$ cat src/design/osccr_pkg.sv
`default_nettype none
package osccr_pkg;
    // ***************************************************
    // Register map
    // ***************************************************
    localparam logic [7:0] HF_CTRL_ADDR = 8'hb2;
    localparam logic [7:0] CLOCK_MULT_COMPAT_ADDR = 8'hb9;
    localparam logic [7:0] LF_CTRL_ADDR = 8'h86;
    localparam logic [7:0] HF_CTRL_RESET = 8'hc0;
    localparam logic [7:0] CLOCK_MULT_COMPAT_VALUE = 8'he0;
    localparam logic [1:0] HF_DIV_RESET = 2'h0;
    localparam logic [1:0] LF_DIV_RESET = 2'h0;
    localparam logic [3:0] LF_TUNE_RESET = 4'h8;
    // ***************************************************
    // Field positions
    // ***************************************************
    localparam int EN_BIT = 7;
    localparam int RDY_BIT = 6;
    localparam int SUSP_BIT = 5;
    localparam int TUNE_LSB = 2;
    localparam int TUNE_MSB = 5;
    localparam int DIV_LSB = 0;
    localparam int DIV_MSB = 1;
    // ***************************************************
    // Timing
    // ***************************************************
    localparam int CLK_MHZ = 50;
    localparam int CLK_HZ = 50_000_000;
    localparam int HF_PRE_DIV = 4;
    localparam int HF_SETTLE_NS = 1000;
    localparam int HF_SETTLE_CYC = (HF_SETTLE_NS * CLK_MHZ + 999) / 1000;
    localparam int LF_NOMINAL_HZ = 80_000;
    localparam int LF_HALF_CYC = CLK_HZ / (2 * LF_NOMINAL_HZ);
    localparam int LF_TUNE_STEP_CYC = 4;
    localparam int LF_SETTLE_NS = 20000;
    localparam int LF_SETTLE_CYC = (LF_SETTLE_NS * CLK_MHZ + 999) / 1000;
    // ***************************************************
    // H-F oscillator states
    // ***************************************************
    typedef enum logic [3:0] {
        HF_OFF = 4'b0001,
        HF_SETTLE = 4'b0010,
        HF_READY = 4'b0100,
        HF_SUSPEND = 4'b1000
    } osccr_hf_state_t;
endpackage : osccr_pkg
`default_nettype wire

$ cat src/design/osccr_top.sv
// Function
// - Control bit 7 enables the H-F oscillator; resets to one.
// - Read-only bit 6 reads one only while running at programmed rate.
// - Writing one to bit 5 suspends the oscillator and stops its clock.
// - Suspended oscillator restarts on a wake event without software help.
// - Bits 4:2 of the H-F control register read zero; writes ignored.
// - H-F clock divided by four, then by the post-divider field.
// - Post-divider 00 by 8, 01 by 4, 10 by 2, 11 by 1.
// - Multiplier register acts as if a multiplier existed.
// - Multiplier enable bit 7 always reads one.
// - Multiplier initialize bit 6 accepts writes, no effect, reads one.
// - Multiplier ready bit 5 always reads one.
// - Multiplier input select bits 1:0 always read 00.
// - L-F oscillator nominal rate is 80 kHz.
// - L-F output divider selectable by 1, 2, 4 or 8.
// - Four-bit fine-tune field adjusts L-F output frequency.
// - Capture mode: timer 2 on falling, timer 3 on rising L-F edge.
// - On capture, timer count bytes copy into reload bytes.
// - Wake resumes oscillator and processor whether or not interrupt fires.
// - L-F divider field: 00 by 8, 01 by 4, 10 by 2, 11 by 1.
// - L-F ready clears only on reset or L-F divider change.
//
// Design decision made here: the plain strobed port.
`timescale 1ns/10ps
`default_nettype none
module osccr_top (
    input wire logic clk,
    input wire logic rst,
    input wire logic [7:0] reg_addr,
    input wire logic [7:0] reg_wdata,
    input wire logic reg_wr,
    input wire logic reg_rd,
    output logic [7:0] reg_rdata,
    input wire logic wake_port0_match,
    input wire logic wake_port1_match,
    input wire logic wake_timer3_overflow,
    input wire logic wake_usb_resume,
    input wire logic t2_lf_capture_mode,
    input wire logic t3_lf_capture_mode,
    input wire logic [15:0] t2_count,
    input wire logic [15:0] t3_count,
    output logic hf_osc_enable,
    output logic hf_osc_suspended,
    output logic cpu_resume,
    output logic system_clock_en,
    output logic lf_osc_enable,
    output logic lf_clock_out,
    output logic t2_capture,
    output logic [15:0] t2_reload_bytes,
    output logic t3_capture,
    output logic [15:0] t3_reload_bytes
);
    // ***************************************************
    // Divider decode, shared by both oscillators
    // ***************************************************
    function automatic logic [3:0] div_ratio(input logic [1:0] sel);
        case (sel)
            2'h0: div_ratio = 4'h8;
            2'h1: div_ratio = 4'h4;
            2'h2: div_ratio = 4'h2;
            default: div_ratio = 4'h1;
        endcase
    endfunction : div_ratio

    // ***************************************************
    // Register decode
    // ***************************************************
    logic [1:0] hf_post_divider;
    logic [1:0] lf_divider_select;
    logic [3:0] lf_fine_tune;
    logic lf_ready_flag;
    logic [6:0] hf_settle_cnt;
    logic [9:0] lf_settle_cnt;
    logic [1:0] hf_pre_cnt;
    logic [2:0] hf_post_cnt;
    logic [9:0] lf_half_cnt;
    logic [2:0] lf_div_cnt;
    logic lf_prev;
    osccr_pkg::osccr_hf_state_t hf_state;
    osccr_pkg::osccr_hf_state_t hf_state_next;

    wire hf_wr = reg_wr && (reg_addr == osccr_pkg::HF_CTRL_ADDR);
    wire lf_wr = reg_wr && (reg_addr == osccr_pkg::LF_CTRL_ADDR);
    wire suspend_req = hf_wr && reg_wdata[osccr_pkg::SUSP_BIT];
    wire wake_any = wake_port0_match || wake_port1_match
        || wake_timer3_overflow || wake_usb_resume;
    wire hf_freq_ready = (hf_state == osccr_pkg::HF_READY);
    wire hf_running = (hf_state == osccr_pkg::HF_READY)
        || (hf_state == osccr_pkg::HF_SETTLE);
    wire lf_div_change = lf_wr
        && (reg_wdata[osccr_pkg::DIV_MSB:osccr_pkg::DIV_LSB]
            != lf_divider_select);
    wire [7:0] hf_ctrl_rd = {hf_osc_enable, hf_freq_ready, hf_osc_suspended,
        3'h0, hf_post_divider};
    wire [7:0] lf_ctrl_rd = {lf_osc_enable, lf_ready_flag, lf_fine_tune,
        lf_divider_select};
    // Multiplier absent; constant image keeps legacy code happy
    wire [7:0] clock_mult_compat_rd = osccr_pkg::CLOCK_MULT_COMPAT_VALUE;
    wire [7:0] rdata_next =
        (reg_addr == osccr_pkg::HF_CTRL_ADDR) ? hf_ctrl_rd :
        (reg_addr == osccr_pkg::CLOCK_MULT_COMPAT_ADDR) ? clock_mult_compat_rd :
        (reg_addr == osccr_pkg::LF_CTRL_ADDR) ? lf_ctrl_rd : 8'h00;

    always_ff @(posedge clk)
    begin
        if (rst)
            reg_rdata <= 8'h00;
        else
            reg_rdata <= reg_rd ? rdata_next : 8'h00;
    end

    // ***************************************************
    // H-F control register
    // ***************************************************
    always_ff @(posedge clk)
    begin
        if (rst)
        begin
            hf_osc_enable <= osccr_pkg::HF_CTRL_RESET[osccr_pkg::EN_BIT];
            hf_post_divider <= osccr_pkg::HF_DIV_RESET;
        end
        else if (hf_wr)
        begin
            hf_osc_enable <= reg_wdata[osccr_pkg::EN_BIT];
            hf_post_divider <=
                reg_wdata[osccr_pkg::DIV_MSB:osccr_pkg::DIV_LSB];
        end
    end

    // ***************************************************
    // H-F oscillator state
    // ***************************************************
    wire hf_settle_done = (hf_settle_cnt
        == 7'(osccr_pkg::HF_SETTLE_CYC - 1));

    always_comb
    begin
        hf_state_next = hf_state;
        case (hf_state)
            osccr_pkg::HF_OFF:
                if (hf_osc_enable)
                    hf_state_next = osccr_pkg::HF_SETTLE;
            osccr_pkg::HF_SETTLE:
                if (!hf_osc_enable)
                    hf_state_next = osccr_pkg::HF_OFF;
                else if (hf_osc_suspended)
                    hf_state_next = osccr_pkg::HF_SUSPEND;
                else if (hf_settle_done)
                    hf_state_next = osccr_pkg::HF_READY;
            osccr_pkg::HF_READY:
                if (!hf_osc_enable)
                    hf_state_next = osccr_pkg::HF_OFF;
                else if (hf_osc_suspended)
                    hf_state_next = osccr_pkg::HF_SUSPEND;
            osccr_pkg::HF_SUSPEND:
                if (!hf_osc_suspended)
                    hf_state_next = osccr_pkg::HF_SETTLE;
            default:
                hf_state_next = osccr_pkg::HF_OFF;
        endcase
    end

    always_ff @(posedge clk)
    begin
        if (rst)
            hf_state <= osccr_pkg::HF_READY;
        else
            hf_state <= hf_state_next;
    end

    always_ff @(posedge clk)
    begin
        if (rst || hf_state != osccr_pkg::HF_SETTLE)
            hf_settle_cnt <= 7'h00;
        else if (!hf_settle_done)
            hf_settle_cnt <= hf_settle_cnt + 7'h01;
    end

    // Software set beats a coincident wake so a suspend is never dropped
    always_ff @(posedge clk)
    begin
        if (rst)
        begin
            hf_osc_suspended <= 1'b0;
            cpu_resume <= 1'b0;
        end
        else
        begin
            cpu_resume <= 1'b0;
            if (suspend_req)
                hf_osc_suspended <= 1'b1;
            else if (hf_osc_suspended && wake_any)
            begin
                hf_osc_suspended <= 1'b0;
                cpu_resume <= 1'b1;
            end
        end
    end

    // ***************************************************
    // System clock enable: divide by four, then post-divide
    // ***************************************************
    wire [3:0] hf_ratio = div_ratio(hf_post_divider);
    wire pre_tick = (hf_pre_cnt == 2'(osccr_pkg::HF_PRE_DIV - 1));
    wire post_last = (hf_post_cnt == 3'(hf_ratio - 4'h1));

    // Restart on any H-F control write so a new ratio starts on a clean edge
    always_ff @(posedge clk)
    begin
        if (rst || !hf_running || hf_wr)
        begin
            hf_pre_cnt <= 2'h0;
            hf_post_cnt <= 3'h0;
            system_clock_en <= 1'b0;
        end
        else
        begin
            hf_pre_cnt <= hf_pre_cnt + 2'h1;
            system_clock_en <= pre_tick && post_last;
            if (pre_tick)
                hf_post_cnt <= post_last ? 3'h0 : hf_post_cnt + 3'h1;
        end
    end

    // ***************************************************
    // L-F control register
    // ***************************************************
    always_ff @(posedge clk)
    begin
        if (rst)
        begin
            lf_osc_enable <= 1'b0;
            lf_fine_tune <= osccr_pkg::LF_TUNE_RESET;
            lf_divider_select <= osccr_pkg::LF_DIV_RESET;
        end
        else if (lf_wr)
        begin
            lf_osc_enable <= reg_wdata[osccr_pkg::EN_BIT];
            lf_fine_tune <=
                reg_wdata[osccr_pkg::TUNE_MSB:osccr_pkg::TUNE_LSB];
            lf_divider_select <=
                reg_wdata[osccr_pkg::DIV_MSB:osccr_pkg::DIV_LSB];
        end
    end

    // Disabling does not drop ready; only a divider change does
    always_ff @(posedge clk)
    begin
        if (rst || lf_div_change)
        begin
            lf_ready_flag <= 1'b0;
            lf_settle_cnt <= 10'h000;
        end
        else if (lf_osc_enable && !lf_ready_flag)
        begin
            if (lf_settle_cnt == 10'(osccr_pkg::LF_SETTLE_CYC - 1))
                lf_ready_flag <= 1'b1;
            else
                lf_settle_cnt <= lf_settle_cnt + 10'h001;
        end
    end

    // ***************************************************
    // L-F oscillator: half period stretched by fine-tune
    // ***************************************************
    wire [9:0] lf_half_lim = 10'(osccr_pkg::LF_HALF_CYC - 1)
        + 10'({lf_fine_tune, 2'b00});
    wire lf_half_tick = (lf_half_cnt == lf_half_lim);
    wire [3:0] lf_ratio = div_ratio(lf_divider_select);
    wire lf_div_last = (lf_div_cnt == 3'(lf_ratio - 4'h1));

    always_ff @(posedge clk)
    begin
        if (rst || !lf_osc_enable)
        begin
            lf_half_cnt <= 10'h000;
            lf_div_cnt <= 3'h0;
            lf_clock_out <= 1'b0;
        end
        else if (lf_half_tick)
        begin
            lf_half_cnt <= 10'h000;
            lf_div_cnt <= lf_div_last ? 3'h0 : lf_div_cnt + 3'h1;
            if (lf_div_last)
                lf_clock_out <= !lf_clock_out;
        end
        else
            lf_half_cnt <= lf_half_cnt + 10'h001;
    end

    // ***************************************************
    // Timer capture of L-F edges
    // ***************************************************
    wire lf_fall = lf_prev && !lf_clock_out;
    wire lf_rise = !lf_prev && lf_clock_out;
    wire t2_cap_hit = t2_lf_capture_mode && lf_fall;
    wire t3_cap_hit = t3_lf_capture_mode && lf_rise;

    always_ff @(posedge clk)
    begin
        if (rst)
        begin
            lf_prev <= 1'b0;
            t2_capture <= 1'b0;
            t3_capture <= 1'b0;
            t2_reload_bytes <= 16'h0000;
            t3_reload_bytes <= 16'h0000;
        end
        else
        begin
            lf_prev <= lf_clock_out;
            t2_capture <= t2_cap_hit;
            t3_capture <= t3_cap_hit;
            if (t2_cap_hit)
                t2_reload_bytes <= t2_count;
            if (t3_cap_hit)
                t3_reload_bytes <= t3_count;
        end
    end

    logic [5:0] gap_cnt;
    logic gap_valid;
    always_ff @(posedge clk)
    begin
        if (rst || !hf_running || hf_wr)
        begin
            gap_cnt <= 6'h00;
            gap_valid <= 1'b0;
        end
        else if (system_clock_en)
        begin
            gap_cnt <= 6'h00;
            gap_valid <= 1'b1;
        end
        else
            gap_cnt <= gap_cnt + 6'h01;
    end
endmodule : osccr_top
`default_nettype wire

$ cat config.mk
export PLATFORM = sky130hd
export DESIGN_NAME = osccr_top
export DESIGN_NICKNAME = d
export VERILOG_FILES = /design/src/design/osccr_pkg.sv /design/src/design/osccr_top.sv
export SDC_FILE = /design/constraint.sdc
export NUM_CORES = 1
export LEC_CHECK = 0
export BUFFER_PORTS_ARGS = -buffer_cell sky130_fd_sc_hd__buf_2
export CORE_ASPECT_RATIO = 1.5
export CORE_UTILIZATION = 34
export CTS_BUF_LIST = sky130_fd_sc_hd__clkbuf_16
export CTS_CLUSTER_SIZE = 40
export DETAILED_ROUTE_END_ITERATION = 8
export SLEW_MARGIN = 40
export SYNTH_ARGS = -nofsm -noshare
export SYNTH_HDL_FRONTEND = slang
export SYNTH_SLANG_ARGS = --single-unit
$ cat constraint.sdc
create_clock -name clk -period 6 [get_ports clk]
set_input_delay 1.8 -clock clk [delete_from_list [all_inputs] [get_ports clk]]
set_output_delay 1.8 -clock clk [all_outputs]
set_load 0.1 [all_outputs]
==> reports/metrics.yaml <==
grt_antenna_before_repair: 0
cts_tree: "done"
fin_nets: 637
tightestPinTransition_ns: 0.637
cts-buffers-inserted: 9
p_total_uw: 1370
die_h_um: 136
grt_pass1_wl_mm: 14.8
portBuffers: 104
cts.repair.resized: 0
seq_area_frac_synth: 0.477
max_freq_mhz: 299
synth_edf_count: 0
crit_path_start_kind: "input pin"
synthTopCellsByCount: "97 x dfxtp_1, 82 x nand2_1, 57 x nor2_1"
avgSynthCellArea_sq_um: 8.61
io_pins: 106
drive_gt1_frac: 0.222
htreeDepth: 3
synthesis.area_sq_um: 4070
worstPathRequired_ns: 6.20
drt-total-wl_mm: 8.97
clk_path_buf_depth: 2
grt_pass1_vias: 3281
fill_cells: 1156
outcome: "finished, final reports clean"
synth_top_area_cell: "dfxtp_1"
p_leak_uw: 0.00206
cts_sinks: 97
min_period_ns: 3.34
num_antenna_cells: 0
grt_overflow_total: 0
synth.area.top_cells: "dfxtp_1 48%, nand2_1 7.6%, a21oi_1 6.1%"
synth_ff_type: "dfxtp_1"
first_pass_iters: 4
yosys.area.top_type_share: 0.477
endpoint_kind: "flop"
clk_latency_ns: 0.33
worstSetupPathType: "input pin to flop"
die_w_um: 91.4
final_cells: 726
finalHoldViolCount: 0
maxSlewHeadroom: 0.575
drtIter0Drc: 129
antenna_left: 0
hpwlAfterDp_mm: 6.66
synth_cells: 473
fin_tns_setup_ns: 0
grt_max_degree: 53
async_reset_ff_frac: 0
area_growth_pct: 22.7
viasPerCell: 4.84
rsz0062_at_grt: "false"
ys_ff_latch: 97
cp.arrival_ns: 3.54
yosysUniqueCellTypes: 56
slew_viol_final: 0
ys_warn_count: 0
synth.most_common_cell: "dfxtp_1"
clk_pin_slew_ns: 0.06
post-cts-setup-buffers: 0
skew_ns: 0.00657
core-area_sq_um: 11600
gr-usage-all-layers: 0.149
cp_max_fo: 11
power_density_nw_per_um2: 274
die_area_sq_um: 12400
start_util: 0.351
routedWlPerCell_um: 12.4
placed_cells: 710
gp_congestion: 0.787
syn-num-nets: 539
hold_buffers: 0
period_share: 0.557
cap_violations: 0
drcViolationCount: 0
via_count: 3517
hold_path.class: "flop to flop"
cts_root_buffer: "clkbuf_16"
max-vdd-ir-drop_v: 0.000176
setup_viol: 0
rows: 48
kinds of logic after synthesis:
family / Yosys count / share of synthesized area
multiplexers: 12 / 0.0304
adder cells (fa/ha/maj): 8 / 0.0246
XOR/XNOR: 31 / 0.0666
flip-flops: 97 / 0.477
AND/OR/NAND/NOR: 216 / 0.252
AO/OA/AOI/OAI: 81 / 0.122
buffers and inverters: 28 / 0.0279
critical path, stage by stage:
cell,delay (ns)
buf_2,0.10
or3b_4,0.41
or2_1,0.24
or2_1,0.40
o21ai_2,0.48
nor2_1,0.10
power by group:
part | internal (uW) | switching, uW | total [uW]
clock network | 319 | 234 | 552
registers | 661 | 25.6 | 686
logic | 58.6 | 73.1 | 132
final timing paths:
path | cells after the start | endpoint | startpoint | slack (ns)
max | 6 | lf_settle_cnt[2] | reg_addr[0] | 2.66
min | 1 | hf_pre_cnt[0] | hf_pre_cnt[0] | 0.42
max reg2reg | 5 | lf_clock_out | lf_half_cnt[0] | 3.87
min reg2reg | 1 | hf_pre_cnt[0] | hf_pre_cnt[0] | 0.42
cells in the final DEF (no fill, tap or decap), drive strengths merged, types with 3 or more instances in the layout:
master / Yosys / final
nor2: 57 / 57
dfxtp: 97 / 97
clkinv: 0 / 5
inv: 11 / 12
nor3b: 3 / 3
nand2b: 8 / 8
buf: 4 / 104
xnor2: 11 / 11
a22oi: 3 / 3
nand3b: 4 / 4
and3: 8 / 8
nor3: 8 / 8
or2: 4 / 4
xor2: 20 / 20
nand2: 82 / 82
o21ai: 6 / 6
a211oi: 3 / 3
ha: 8 / 8
a21oi: 51 / 51
mux2i: 12 / 12
nand3: 13 / 13
nor2b: 7 / 7
nand4: 5 / 5
nor4: 4 / 4
clkbuf: 13 / 9
per-stage QoR:
stage	hold WS [ns]	cell area (sq um)	util	worst slack, ns
finish	0.424	5000	0.431	2.66
floorplan	0.399	4070	-	2.74
CTS	0.429	5000	0.431	2.65
detailed placement	0.419	4710	0.407	2.30
global placement	0.406	4710	0.406	2.33
global route	0.459	5000	0.431	2.57
layer usage:
metal,global-route usage,part of all wire
met1,0.165,0.43
met4,0.0714,0.016
met3,0.0347,0.048
met2,0.270,0.51
met5,0,0
layout make-up:
cell class | count | area, sq um | area share
clock buffers | 9 | 225 | 0.0450
clock inverters | 7 | 60.1 | 0.0120
inverters | 11 | 41.3 | 0.00826
multi-input cells | 348 | 2020 | 0.404
flip-flops and latches | 97 | 1940 | 0.388
well taps | 150 | 188 | 0.0375
repair buffers | 104 | 523 | 0.105
registers in the layout, summed over array words and instances (netlist names), 2 cells and up:
signal	flops
hf_settle_cnt	7
t3_reload_bytes	16
hf_state	4
hf_pre_cnt	2
hf_post_cnt	3
lf_settle_cnt	10
lf_fine_tune	4
reg_rdata	8
lf_div_cnt	3
t2_reload_bytes	16
hf_post_divider	2
lf_divider_select	2
lf_half_cnt	10
Power figures use the tool's default switching activity.
